## config.mk

```make
export PLATFORM = sky130hd
export DESIGN_NAME = lpddr_refresh_power_state
export DESIGN_NICKNAME = d
export VERILOG_FILES = /design/src/lpddr_pwr_pkg.sv /design/src/lpddr_bank_ap.sv /design/src/lpddr_refresh_power_state.sv
export VERILOG_INCLUDE_DIRS = /design/src
export SDC_FILE = /design/constraint.sdc
export NUM_CORES = 1
export LEC_CHECK = 0
export BUFFER_PORTS_ARGS = -buffer_cell sky130_fd_sc_hd__clkbuf_2
export CAP_MARGIN = 20
export CORE_MARGIN = 1
export CORE_UTILIZATION = 24
export DETAILED_ROUTE_END_ITERATION = 10
export GPL_TIMING_DRIVEN = 0
export SYNTH_ARGS = -nofsm -noshare
export SYNTH_HDL_FRONTEND = slang
export SYNTH_SLANG_ARGS = --single-unit
```

## constraint.sdc

```tcl
create_clock -name clk -period 2.7 [get_ports clk]
set_input_delay 0.27 -clock clk [delete_from_list [all_inputs] [get_ports clk]]
set_output_delay 0.27 -clock clk [all_outputs]
set_load 0.01 [all_outputs]
```

## src/lpddr_pwr_regs.svh

```systemverilog
// timing counts and sizes for the refresh and power-state block
`ifndef LPDDR_PWR_REGS_SVH
`define LPDDR_PWR_REGS_SVH
`define CLK_PERIOD_NS 10
`define T_RFC_NS 72
`define T_RFC_CYC ((`T_RFC_NS + `CLK_PERIOD_NS - 1) / `CLK_PERIOD_NS)
`define T_XSR_NS 112
`define T_XSR_CYC ((`T_XSR_NS + `CLK_PERIOD_NS - 1) / `CLK_PERIOD_NS)
`define T_RAS_NS 42
`define T_RAS_CYC ((`T_RAS_NS + `CLK_PERIOD_NS - 1) / `CLK_PERIOD_NS)
`define T_WR_NS 15
`define T_WR_CYC ((`T_WR_NS + `CLK_PERIOD_NS - 1) / `CLK_PERIOD_NS)
`define T_RP_NS 15
`define T_RP_CYC ((`T_RP_NS + `CLK_PERIOD_NS - 1) / `CLK_PERIOD_NS)
`define SR_BASE_CYC 780
`define BURST_CYC 2
`define ROW_W 14
`define NUM_BANKS 4
`endif

```

## src/lpddr_pwr_pkg.sv

```systemverilog
// types for the refresh and power-state block
package lpddr_pwr_pkg;
  typedef enum logic [7:0] {
    ST_IDLE = 8'h01, ST_ACTIVE = 8'h02, ST_REFRESH = 8'h04, ST_SELF_REF = 8'h08,
    ST_PD_PRE = 8'h10, ST_PD_ACT = 8'h20, ST_DEEP = 8'h40, ST_CLK_STOP = 8'h80
  } pwr_state_e;
  typedef enum logic [3:0] {
    CMD_NOP, CMD_DESEL, CMD_ACT, CMD_READ, CMD_WRITE, CMD_PRE, CMD_REF, CMD_MRS, CMD_BST
  } cmd_e;
  typedef struct packed {
    logic cs_n;
    logic ras_n;
    logic cas_n;
    logic we_n;
    logic a10;
    logic [1:0] ba;
  } cmd_bus_s;
  typedef struct packed {
    logic busy;
    logic [4:0] cnt;
  } bank_ap_s;
  typedef struct packed {
    logic [2:0] pasr;
    logic [1:0] temp;
  } sr_cfg_s;
endpackage

```

## src/lpddr_bank_ap.sv

```systemverilog
// per-bank auto precharge timer with row-active lock-out
`timescale 1ns/100ps
`default_nettype none
`include "lpddr_pwr_regs.svh"
module lpddr_bank_ap import lpddr_pwr_pkg::*; (
  input wire logic clk,
  input wire logic nrst,
  input wire logic act,
  input wire logic col_ap,
  input wire logic is_write,
  input wire logic pre,
  output logic open_o,
  output logic ap_busy_o
);
  typedef struct packed {
    logic open;
    logic [4:0] ras;
    bank_ap_s ap;
  } st_s;
  st_s r, nxt;
  always_comb begin
    nxt = r;
    if (r.ras != 5'h00) nxt.ras = r.ras - 5'h01;
    if (act) begin
      nxt.open = 1'b1;
      nxt.ras = 5'(`T_RAS_CYC);
    end
    if (pre) nxt.open = 1'b0;
    if (col_ap && r.open) begin
      // write keeps recovery time before precharge starts
      nxt.ap.busy = 1'b1;
      nxt.ap.cnt = is_write ? 5'(`BURST_CYC + `T_WR_CYC) : 5'(`BURST_CYC);
    end else if (r.ap.busy) begin
      if (r.ap.cnt != 5'h00) nxt.ap.cnt = r.ap.cnt - 5'h01;
      else if (r.ras == 5'h00) begin
        nxt.ap.busy = 1'b0;
        nxt.open = 1'b0;
      end
    end
    if (!nrst) nxt = '0;
  end
  always_ff @(posedge clk) begin
    r <= nxt;
  end
  assign open_o = r.open;
  assign ap_busy_o = r.ap.busy;
endmodule // lpddr_bank_ap
`default_nettype wire

```

## src/lpddr_refresh_power_state.sv

```systemverilog
// refresh and power-state control of a low-power ddr sdram device
// Behaviour
// - other banks usable during auto precharge
// - refresh rows come from internal counter
// - refresh with cke low enters self refresh
// - self refresh internal, partial array, temperature rate
// - power-down disables buffers except cke
// - deepest sleep on coded command, loses data
// - auto precharge at earliest legal point
`timescale 1ns/100ps
`default_nettype none
`include "lpddr_pwr_regs.svh"
module lpddr_refresh_power_state import lpddr_pwr_pkg::*; (
  input wire logic clk,
  input wire logic nrst,
  input wire logic cke_pin,
  input wire cmd_bus_s cmd_pin,
  input wire logic clk_running,
  input wire sr_cfg_s sr_cfg,
  output logic [7:0] pwr_state,
  output logic buffers_on,
  output logic refresh_pulse,
  output logic [`ROW_W-1:0] refresh_row,
  output logic [`NUM_BANKS-1:0] refresh_bank_en,
  output logic [`NUM_BANKS-1:0] bank_open,
  output logic array_lost,
  output logic need_init
);
  typedef struct packed {
    logic cke_s1;
    logic cke_s2;
    logic run_s1;
    logic run_s2;
    cmd_bus_s cmd_s1;
    cmd_bus_s cmd_s2;
    pwr_state_e st;
    logic [12:0] cnt;
    logic [`ROW_W-1:0] row;
    logic [`NUM_BANKS-1:0] open_v;
    logic [`NUM_BANKS-1:0] ref_en;
    logic ref_p;
    logic bufs;
    logic lost;
    logic init;
  } st_s;
  st_s r, nxt;
  logic [`NUM_BANKS-1:0] b_open, b_ap;
  logic [`NUM_BANKS-1:0] act_v, col_v, pre_v;
  cmd_e cmd;

  function automatic cmd_e decode(input cmd_bus_s c);
    if (c.cs_n) decode = CMD_DESEL;
    else unique case ({c.ras_n, c.cas_n, c.we_n})
      3'b111: decode = CMD_NOP;
      3'b011: decode = CMD_ACT;
      3'b101: decode = CMD_READ;
      3'b100: decode = CMD_WRITE;
      3'b010: decode = CMD_PRE;
      3'b001: decode = CMD_REF;
      3'b000: decode = CMD_MRS;
      default: decode = CMD_BST;
    endcase
  endfunction

  // self refresh interval stretched when cool, each level doubles it
  // just wide enough so the coolest step does not wrap
  function automatic logic [12:0] sr_interval(input logic [1:0] t);
    sr_interval = 13'(`SR_BASE_CYC) << t;
  endfunction

  function automatic logic [`NUM_BANKS-1:0] pasr_mask(input logic [2:0] p);
    unique case (p)
      3'h1: pasr_mask = 4'h3;
      3'h2: pasr_mask = 4'h1;
      default: pasr_mask = 4'hf;
    endcase
  endfunction

  assign cmd = decode(r.cmd_s2);

  generate
    for (genvar b = 0; b < `NUM_BANKS; b++) begin : g_bank
      always_comb begin
        act_v[b] = r.cke_s2 && cmd == CMD_ACT && r.cmd_s2.ba == 2'(b);
        col_v[b] = r.cke_s2 && (cmd == CMD_READ || cmd == CMD_WRITE) &&
                   r.cmd_s2.a10 && r.cmd_s2.ba == 2'(b);
        pre_v[b] = r.cke_s2 && cmd == CMD_PRE && (r.cmd_s2.a10 || r.cmd_s2.ba == 2'(b));
      end
      lpddr_bank_ap u_ap (
        .clk(clk),
        .nrst(nrst),
        .act(act_v[b] && r.st inside {ST_IDLE, ST_ACTIVE}),
        .col_ap(col_v[b] && r.st == ST_ACTIVE),
        .is_write(cmd == CMD_WRITE),
        .pre((pre_v[b] && r.st inside {ST_IDLE, ST_ACTIVE}) || r.st == ST_DEEP),
        .open_o(b_open[b]),
        .ap_busy_o(b_ap[b])
      );
    end
  endgenerate

  always_comb begin
    nxt = r;
    nxt.cke_s1 = cke_pin;
    nxt.cke_s2 = r.cke_s1;
    nxt.run_s1 = clk_running;
    nxt.run_s2 = r.run_s1;
    nxt.cmd_s1 = cmd_pin;
    nxt.cmd_s2 = r.cmd_s1;
    nxt.ref_p = 1'b0;
    nxt.open_v = b_open | b_ap;
    nxt.ref_en = (r.st == ST_SELF_REF) ? pasr_mask(sr_cfg.pasr) : 4'hf;
    if (r.cnt != 13'h0000) nxt.cnt = r.cnt - 13'h0001;
    unique case (r.st)
      ST_IDLE, ST_ACTIVE: begin
        if (!r.run_s2) nxt.st = ST_CLK_STOP;
        else if (!r.cke_s2 && cmd == CMD_REF && r.st == ST_IDLE) begin
          nxt.st = ST_SELF_REF;
          nxt.bufs = 1'b0;
          nxt.cnt = sr_interval(sr_cfg.temp);
        end else if (!r.cke_s2 && cmd == CMD_BST && r.cmd_s2.ras_n && r.cmd_s2.cas_n
                     && !r.cmd_s2.we_n && !r.cmd_s2.cs_n) begin
          nxt.st = ST_DEEP;
          nxt.bufs = 1'b0;
          nxt.lost = 1'b1;
          nxt.init = 1'b1;
        end else if (!r.cke_s2) begin
          nxt.st = (b_open != '0) ? ST_PD_ACT : ST_PD_PRE;
          nxt.bufs = 1'b0;
        end else if (cmd == CMD_REF && r.st == ST_IDLE) begin
          // one refresh per command, row from own counter, address ignored
          nxt.st = ST_REFRESH;
          nxt.ref_p = 1'b1;
          nxt.row = r.row + `ROW_W'(1);
          nxt.cnt = 13'(`T_RFC_CYC);
        end else nxt.st = (b_open != '0) ? ST_ACTIVE : ST_IDLE;
        if (cmd == CMD_MRS && r.cke_s2) nxt.init = 1'b0;
      end
      ST_REFRESH: begin
        // bus assumed quiet here, commands are not watched
        if (r.cnt == 13'h0000) nxt.st = ST_IDLE;
      end
      ST_SELF_REF: begin
        // inputs other than cke ignored, internal timer paces refresh
        if (r.cnt == 13'h0000) begin
          nxt.ref_p = 1'b1;
          nxt.row = r.row + `ROW_W'(1);
          nxt.cnt = sr_interval(sr_cfg.temp);
        end
        if (r.cke_s2) begin
          nxt.st = ST_REFRESH;
          nxt.bufs = 1'b1;
          nxt.cnt = 13'(`T_XSR_CYC);
        end
      end
      ST_PD_PRE, ST_PD_ACT: begin
        if (r.cke_s2 && (cmd == CMD_NOP || cmd == CMD_DESEL)) begin
          nxt.st = (r.st == ST_PD_ACT) ? ST_ACTIVE : ST_IDLE;
          nxt.bufs = 1'b1;
        end
      end
      ST_DEEP: begin
        if (r.cke_s2) begin
          nxt.st = ST_IDLE;
          nxt.bufs = 1'b1;
        end
      end
      ST_CLK_STOP: begin
        if (r.run_s2) nxt.st = (b_open != '0) ? ST_ACTIVE : ST_IDLE;
      end
    endcase
    if (!nrst) begin
      nxt = '0;
      nxt.st = ST_IDLE;
      nxt.bufs = 1'b1;
      nxt.init = 1'b1;
      // syncs start at idle pin levels, no false stop or sleep after reset
      nxt.cke_s1 = 1'b1;
      nxt.cke_s2 = 1'b1;
      nxt.run_s1 = 1'b1;
      nxt.run_s2 = 1'b1;
      nxt.cmd_s1.cs_n = 1'b1;
      nxt.cmd_s2.cs_n = 1'b1;
    end
  end

  always_ff @(posedge clk) begin
    r <= nxt;
  end

  assign pwr_state = r.st;
  assign buffers_on = r.bufs;
  assign refresh_pulse = r.ref_p;
  assign refresh_row = r.row;
  assign refresh_bank_en = r.ref_en;
  assign bank_open = r.open_v;
  assign array_lost = r.lost;
  assign need_init = r.init;
endmodule // lpddr_refresh_power_state
`default_nettype wire

```

==> out/metrics.yaml, run 1 <==
ys_seq_elements: 112
root_buffer: "clkbuf_16"
leakage_nw: 2.54
synth-main-ff-cell: "dfxtp_1"
hp-class: "primary input to flop"
ys_top_cells_by_area: "dfxtp_1 (40%), nor2_1 (4.8%), a21oi_1 (4.2%), buf_4 (4.0%), nand2_1 (3.4%)"
io_pins: 50
core_area_um2: 22900
fp-row-count: 55
grt_max_degree: 19
routabilityCongestion: 0.839
clkTransAtPathRegs_ps: 80
drt_iter0_drc: 309
status: "complete, no violations"
min_period_ps: 2570
critPathKind: "flop to flop"
place_hpwl_um: 10900
via_per_inst: 4.71
wirelength_um: 14700
cts_max_path_buffers: 2
worstPathMaxFanout: 10
ant_nets: 0
diodes: 0
slowest_delay_ps: 650
yosysTopAreaCell: "dfxtp_1"
antenna_found_initial: 0
routedWlPerCell_um: 14.0
numCtsBuffers: 9
crit_required_ps: 2990
area_growth_pct: 17.3
maxCapViolations: 0
synthArstFlopShare_pct: 0
crit_buf_inv: 1
final_nets: 761
finish.instance_area_um2: 6650
cp-start-kind: "flop"
setup_tns_ps: 0
grt_pass1_wl_um: 23700
grt_pass1_vias: 4665
grtUsageTotal_pct: 12.5
synth_area_um2: 5670
fmax_mhz: 389
tightest_slew_ps: 904
ir_drop_mv: 0.294
overflow: 0
synth.avg_cell_area_um2: 8.50
crit_arrival_ps: 2860
dieWidth_um: 156
worst_path_max_delay_cell: "nor3_1"
path_delay_family: "simple AND/OR/NAND/NOR gates"
drt-pass1-iter-count: 5
num_vias: 4944
drc: 0
critPathCaptureType: "flop"
ys_warn_count: 0
cts_tree: "built"
setup_viol: 0
fp.dieH_um: 156
clock_latency_ps: 360
path_cells: "clkbuf_1, or4_4, nor3_1, a22oi_2, a31o_2, a21oi_1"
powerDensity_nw_per_um2: 727
ys_types: 72
synth-edff-count: 0
maxSlewHeadroom_pct: 39.3
finClkSkew_ps: 8.76
placed_area_um2: 6310
post-route-period-util_pct: 95.2
htreeDepth: 3
timing.final.max_slew_violations: 0
synth_top_area_share_pct: 39.6
synthesis.nets: 696
rsz0062_at_grt: "no"
drive_gt1_share_pct: 18.5
cts.sinks: 112
netlist_instances: 667
io_buffers: 49
hold_violations: 0
synth.yosys.seq_area_share_pct: 39.6
dieArea_um2: 24200
initial_core_util_pct: 24.7
report_power, final:
| group | internal, mW | switching [mW] |
|---|---|---|
| Combinational | 0.643 | 0.860 |
| Sequential | 1.85 | 0.181 |
| Clock | 0.654 | 0.637 |
kinds of logic (layout without fill, tap and decap cells):
family	after synthesis	in the layout	synth area share [%]
and+or+nand+nor	282	282	27.0
adders and majority gates	13	13	2.87
AOI/OAI and AO/OA	136	136	16.2
buffers and inverters	87	156	8.34
DFF	112	112	39.6
muxes	9	9	1.74
xor gates and xnor gates	28	28	4.33
cells in the final DEF (no fill, tap or decap), drive strengths merged, types with 4 or more instances in the layout:
cell type	count
o41ai	7
and2	15
nand2b	19
a211oi	6
inv	35
nand4	11
buf	43
nor4	16
nand4b	5
o311ai	4
o22ai	5
dfxtp	112
a41o	5
nor2b	6
nor3	24
nand3	24
o211ai	4
or4	6
clkbuf	74
ha	13
o21ai	24
o31ai	8
mux2	7
nand2	51
nor2	73
nor4b	11
a21oi	50
and3	5
xnor2	21
xor2	7
final timing paths:
kind              cells after the start                             to                       from  slack (ps)
hold reg to reg                       1               r[61]$_SDFF_PN1_           r[62]$_SDFF_PN1_         410
hold / removal                        1  refresh_bank_en[0]$_SDFF_PN0_                       nrst          40
setup reg to reg                      6   refresh_row[12]$_SDFFE_PN0P_  pwr_state[7]$_SDFFE_PN0P_         130
setup / recovery                      6   refresh_row[12]$_SDFFE_PN0P_  pwr_state[7]$_SDFFE_PN0P_         130
metrics by stage:
step / worst slack, ps / util (%) / total power, mW / instances / hold WS (ps)
floorplan: 531 / - / 3.19 / 667 / 298
global placement: 64.9 / 27.5 / 3.50 / 1029 / 394
detailed placement: 17.7 / 27.5 / 3.54 / 1030 / 395
CTS: 23.3 / 28.7 / 4.85 / 1045 / 33.1
global route: 50.3 / 29.0 / 5.16 / 1049 / 33.9
finish: 128 / 29.0 / 4.83 / 1049 / 38.9
cell type report:
type	count	area (um2)
plain buffers	53	345
clock buffers	10	239
clock inverters	5	38.8
fillers	2476	16300
inverters	34	128
multi-input cells	468	2980
flip-flops and latches	112	2240
well taps	313	392
repair buffers	54	280
synth_stat cells, drive strengths merged, types with 2 or more instances:
library cell,n
or4,6
or3b,2
dfxtp,112
nor2,73
o41ai,7
and4b,2
nor4,16
nor4b,11
a31oi,3
nand4,11
o22ai,5
inv,33
nand2,51
o211ai,4
and2,15
clkbuf,15
a211oi,6
a21oi,50
buf,38
xnor2,21
nor2b,6
mux2i,2
xor2,7
a31o,2
o311ai,4
o31ai,8
nand2b,19
nor3,24
o21a,3
a41o,5
o21ai,24
nand3b,2
mux2,7
nand4b,5
or2,3
a22oi,2
or3,3
ha,13
nand3,24
and3,5
what timing repair did:
action / 4_1_cts / 5_1_grt
buffers inserted: 0 / 4
endpoints found under the setup margin: 1 / 16
pin swaps: 1 / 1
gates resized for setup: 0 / 5
hold buffers: 0 / 0
flip-flops by register name, indices dropped and copies added (netlist names):
signal,cells
g_bank.u_ap.open_o,4
r,31
array_lost,1
pwr_state,8
need_init,1
refresh_bank_en,3
bank_open,4
g_bank.u_ap.r,40
refresh_pulse,1
refresh_row,14
g_bank.u_ap.ap_busy_o,4
buffers_on,1
per-layer routing:
layer	global-route usage, %	routed length [um]
met5	0	0
met4	3.78	183
met3	2.56	597
met2	21.4	7050
met1	15.6	6850
Power figures use the tool's default switching activity.
==> run 2, diff against run 1 <==
--- a/config.mk
+++ b/config.mk
@@ -6,11 +6,12 @@
 export SDC_FILE = /design/constraint.sdc
 export NUM_CORES = 1
 export LEC_CHECK = 0
-export BUFFER_PORTS_ARGS = -buffer_cell sky130_fd_sc_hd__clkbuf_2
+export ABC_AREA = 1
 export CAP_MARGIN = 20
-export CORE_MARGIN = 1
+export CORE_MARGIN = 2
 export CORE_UTILIZATION = 24
 export DETAILED_ROUTE_END_ITERATION = 10
+export DONT_BUFFER_PORTS = 1
 export GPL_TIMING_DRIVEN = 0
 export SYNTH_ARGS = -nofsm -noshare
 export SYNTH_HDL_FRONTEND = slang
==> run 2 against run 1 <==
Compared with the run above: utilization decreased by 1.2 points; critical path depth is 4 higher; via count up 9.6%; design area increased by 2.3%; synthesized cell count is 29% higher; power grew 9.9%; clock power is 9% higher; die area grew 8.4%; non-clock buffer count down 49; critical endpoint is now r[28]$_SDFF_PN0_; largest power group unchanged.
==> out/metrics.yaml, run 2 <==
timing.hold.ws_ps: 22.1
io_pins: 50
core_area_um2: 24500
largest_reg_flops: 40
fin_ws_ps: 608
diodes: 0
placed_cells: 1185
synth.yosys.seq_area_share_pct: 37.4
place_hpwl_um: 11400
fp-row-count: 57
cts_max_path_buffers: 2
synthesis.nets: 890
yosys-top-cells-count: "nand2_1 (178), inv_1 (126), dfxtp_1 (112)"
rsz0062_at_grt: "no"
drc: 0
ys_seq_elements: 112
multiInputGateArea_um2: 2930
io_buffers: 0
via_per_inst: 4.48
clkTransAtPathRegs_ps: 80
routedWlPerCell_um: 12.6
antenna_found_initial: 1
wirelength_um: 15200
dp_worst_setup_slack_ps: 656
ys_types: 43
grt_pass1_vias: 5115
maxCapViolations: 0
hp-class: "primary input to flop"
final_common_cell: "nand2_1"
overflow: 0
dieWidth_um: 162
netlist_instances: 861
area_growth_pct: 13.4
drt-pass1-iter-count: 5
synth_top_area_share_pct: 37.4
root_buffer: "clkbuf_16"
status: "complete, no violations"
num_vias: 5419
critPathCaptureType: "flop"
min_period_ps: 2090
fin_cells: 1210
ys_top_cells_by_area: "dfxtp_1 (37%), nand2_1 (11%), inv_1 (7.9%), nand3_1 (6.0%), nor2_1 (5.0%)"
fmax_mhz: 478
leakage_nw: 3.11
cts_tree: "built"
clock_latency_ps: 370
cts_setup_buffers: 0
yosysTopAreaCell: "dfxtp_1"
final_nets: 910
nFillCells: 2678
finClkSkew_ps: 10.9
synthArstFlopShare_pct: 0
synth_most_common_cell: "nand2_1"
drt_iter0_drc: 296
ys_warn_count: 0
synth_area_um2: 6000
initial_core_util_pct: 24.5
fp.dieH_um: 162
final_util_pct: 27.8
drive_gt1_share_pct: 11.1
top_register: "g_bank.u_ap.r"
grt_max_degree: 19
post-route-period-util_pct: 77.5
maxSlewHeadroom_pct: 47.4
powerDensity_nw_per_um2: 780
placed_area_um2: 6400
routabilityCongestion: 0.850
timing.final.max_slew_violations: 0
crit_required_ps: 2920
setup_viol: 0
cts.sinks: 112
ant_nets: 0
critPathKind: "flop to flop"
htreeDepth: 3
numCtsBuffers: 9
dieArea_um2: 26300
tightest_slew_ps: 789
setup_tns_ps: 0
p_total_mw: 5.30
ir_drop_mv: 0.424
final_cell_mix: "nand2_1 (178), inv_1 (126), dfxtp_1 (112), nor2_1 (80), nand3_1 (72)"
hold_violations: 0
synth.avg_cell_area_um2: 6.97
area.sequential_um2: 2240
grtUsageTotal_pct: 11.9
grt_pass1_wl_um: 25100
crit_arrival_ps: 2310
synth-main-ff-cell: "dfxtp_1"
worstPathMaxFanout: 10
finish.instance_area_um2: 6800
synth-edff-count: 0
cp-start-kind: "flop"
run 2: cell count changes after synthesis, sizes merged, moves of 17 or more:
cell,change
inv,+100
nand2,+132
nand2b,-19
nand3,+56
nand4,+17
nor2,+17
xnor2,-18
run 2: cells by family after synthesis:
logic type | count (synthesis) | synth area share [%]
buffers and inverters | 182 | 13.7
xor gates and xnor gates | 10 | 1.46
and+or+nand+nor | 427 | 33.4
adders and majority gates | 13 | 2.71
AOI/OAI and AO/OA | 117 | 11.3
DFF | 112 | 37.4
run 2: critical path, cell delays in order, from the launching register on:
cell	delay, ps
dfxtp_1	300
inv_1	100
ha_1	260
nand2_1	130
nor2_2	240
nand2_2	160
inv_2	180
buf_4	210
nor2_1	70
a22oi_1	180
a21oi_1	100
run 2: worst paths after layout:
check | startpoint | cells after the start | endpoint | slack, ps
setup / recovery | r[26]$_SDFF_PN0_ | 10 | r[28]$_SDFF_PN0_ | 610
hold / removal | cmd_pin[4] | 2 | r[58]$_SDFF_PN0_ | 20
setup reg to reg | r[26]$_SDFF_PN0_ | 10 | r[28]$_SDFF_PN0_ | 610
hold reg to reg | r[57]$_SDFF_PN0_ | 2 | r[50]$_SDFF_PN0_ | 420
run 2: timing repair:
| action | CTS | global route |
|---|---|---|
| hold buffers | 8 | 1 |
| resized for setup | 0 | 0 |
| endpoints found under the hold margin | 8 | 1 |
run 2: cell type report:
class / instances / share of cell area (%)
Timing Repair Buffer: 9 / 1.32
Buffer: 49 / 4.75
Inverter: 133 / 7.38
Clock buffer: 10 / 3.51
Multi-Input combinational cell: 567 / 43.1
Sequential cell: 112 / 33.0
Tap cell: 324 / 5.96
Clock inverter: 6 / 1.01
run 2: metal layers:
metal	up-vias	GRT usage (%)	wire length (um)	part of all wire [%]
met5	-	0	0	0
met4	0	4.51	333	2.2
met3	28	2.96	710	4.7
met2	106	19.6	6900	45
met1	2466	15.2	7290	48
li1	2819	-	-	-
run 2: power breakdown:
group / switching, mW / leakage (nW) / internal, mW
Clock: 0.654 / 0.149 / 0.749
Sequential: 0.170 / 0.914 / 1.87
Combinational: 1.17 / 2.05 / 0.696
==> run 3, diff against run 2 <==
==> constraint.sdc (replaced) <==
create_clock -name clk -period 2 [get_ports clk]
set_input_delay 0.2 -clock clk [delete_from_list [all_inputs] [get_ports clk]]
set_output_delay 0.2 -clock clk [all_outputs]
set_load 0.01 [all_outputs]
==> run 3 against run 2 <==
Compared with the run above: global-route usage stayed put; first-iteration DRC count is 9.8% higher; count of clock-buffer cells in the layout stayed put; utilization is 0.42 points higher; die area stayed put; design area is 1.5% higher; combinational power is 40% higher; final cell count is 0.66% higher; non-clock buffer count is 7 higher; critical path depth stayed put; clock skew is 1.4 ps lower; critical path type unchanged; critical endpoint is now r[35]$_SDFF_PN0_.
==> out/metrics.yaml, run 3 (synthesized netlist as in run 2, its figures left out) <==
fin_cells: 1218
numCtsBuffers: 9
dieWidth_um: 162
fin_ws_ps: 175
timing.final.max_slew_violations: 0
rr_worst_depth: 10
crit_buf_inv: 1
clock_latency_ps: 360
r2r-end: "r[35]$_SDFF_PN0_"
status: "complete, no violations"
top_register: "g_bank.u_ap.r"
largest_reg_flops: 40
comb_power_share_pct: 36.0
initial_core_util_pct: 24.5
cp_num_cells: 10
drive_gt1_share_pct: 12.1
worst_path_max_delay_cell: "dfxtp_1"
wirelength_um: 15400
holdPathStages: 3
setup_viol: 0
final_nets: 917
placed_cells: 1185
crit_required_ps: 2270
via_per_inst: 4.50
nFillCells: 2669
clkTransAtPathRegs_ps: 80
ir_drop_mv: 0.572
leakage_nw: 3.15
num_vias: 5485
critPathKind: "flop to flop"
io_buffers: 0
power_switching_mw: 2.73
p_total_mw: 7.25
grt_max_degree: 19
critPathCaptureType: "flop"
maxSlewHeadroom_pct: 48.7
worstHoldEndpoint: "r[29]$_SDFF_PN0_"
grtUsageTotal_pct: 11.9
area_growth_pct: 15.1
cts.sinks: 112
placed_area_um2: 6400
r2r_slack_ps: 180
pwr-share-clk_pct: 26.1
finish.instance_area_um2: 6900
multiInputGateArea_um2: 2960
min_period_ps: 1820
seqPwrFrac_pct: 37.9
grt_pass1_wl_um: 25100
tightest_slew_ps: 769
antenna_found_initial: 1
grt_pass1_vias: 5128
finClkSkew_ps: 9.51
timing.hold.ws_ps: 42.4
final_cell_mix: "nand2_1 (177), inv_1 (125), dfxtp_1 (111), nor2_1 (80), nand3_1 (72)"
cts_tree: "built"
dieArea_um2: 26300
core_area_um2: 24500
internal_power_mw: 4.52
path_cells: "nor2_2, nand2_1, nor2_8, nand4_1, nand2_2, nand2_1, nand2_1, nand3_1, nand2_1, inv_1"
hp-class: "primary input to flop"
swShare_pct: 37.6
post-route-period-util_pct: 91.2
routabilityCongestion: 0.850
slowest_delay_ps: 340
io_pins: 50
fp-row-count: 57
hold_violations: 0
fp.dieH_um: 162
ant_nets: 0
path_delay_family: "simple AND/OR/NAND/NOR gates"
root_buffer: "clkbuf_16"
htreeDepth: 3
routedWlPerCell_um: 12.6
cts_max_path_buffers: 2
drt-pass1-iter-count: 5
final_common_cell: "nand2_1"
place_hpwl_um: 11400
worstPathMaxFanout: 7
fmax_mhz: 548
cp-start-kind: "flop"
crit_arrival_ps: 2090
area.sequential_um2: 2240
maxCapViolations: 0
drc: 0
drt_iter0_drc: 325
crit_top_cell: "nand2_1"
overflow: 0
holdCritStartpoint: "sr_cfg[1]"
regToRegStartpoint: "pwr_state[2]$_SDFFE_PN0P_"
dp_worst_setup_slack_ps: -44.4
powerDensity_nw_per_um2: 1050
-- run 3: power by group through the flow --
| stage | logic, mW | clock network [mW] | registers, mW |
|---|---|---|---|
| after CTS | 2.53 | 1.93 | 2.74 |
| after global routing | 2.99 | 2.04 | 2.79 |
| after floorplan | 2.01 | 0 | 2.73 |
| after global placement | 2.43 | 0 | 2.79 |
| after detailed placement | 2.46 | 0 | 2.79 |
| final | 2.61 | 1.89 | 2.75 |
-- run 3: repair_timing --
item	in CTS	in global routing
setup buffers	0	5
hold endpoints to repair	11	0
pin swaps	0	4
hold buffers	11	0
endpoints found under the setup margin	12	30
gates resized for setup	2	6
-- run 3: how the worst max path moves through the flow --
stage                                        endpoint                 startpoint  slack [ps]
final                                r[35]$_SDFF_PN0_  pwr_state[2]$_SDFFE_PN0P_         180
after global routing                 r[35]$_SDFF_PN0_           r[50]$_SDFF_PN0_          -2
after CTS                 refresh_row[6]$_SDFFE_PN0P_           r[26]$_SDFF_PN0_          30
after detailed placement    pwr_state[1]$_SDFFE_PN0P_           r[26]$_SDFF_PN0_         -40
after global placement      pwr_state[1]$_SDFFE_PN0P_           r[26]$_SDFF_PN0_         -80
after floorplan                      r[26]$_SDFF_PN0_           r[26]$_SDFF_PN0_         360
-- run 3: final cells by class --
cell class	count	area share (%)
Tap cell	324	5.87
Clock inverter	6	0.997
Clock buffer	10	3.46
Antenna cell	1	0.0362
Multi-Input combinational cell	567	42.8
Buffer	49	4.68
Timing Repair Buffer	16	2.32
Sequential cell	112	32.5
Inverter	133	7.30
-- run 3: metrics by stage --
step | utilization, % | setup TNS [ps]
floorplan | - | 0
finish | 28.2 | 0
detailed placement | 26.2 | -208
CTS | 27.9 | 0
global route | 28.2 | -2.09
global placement | 26.2 | -355
-- run 3: metal layers --
metal  GRT usage [%]  share of wire (%)  wire [um]  vias up
li1                -                  -          -     2831
met1            15.2                 47       7280     2498
met2            19.6                 46       7000      132
met3            2.91                5.2        793       24
met4            4.55                1.9        296        0
met5               0                  0          0        -
-- run 3: worst reg2reg max path, stage by stage (launching register included) --
cell and delay [ps]:
dfxtp_1 340, nor2_2 180, nand2_1 150, nor2_8 160
nand4_1 280, nand2_2 250, nand2_1 130, nand2_1 80
nand3_1 70, nand2_1 60, inv_1 50
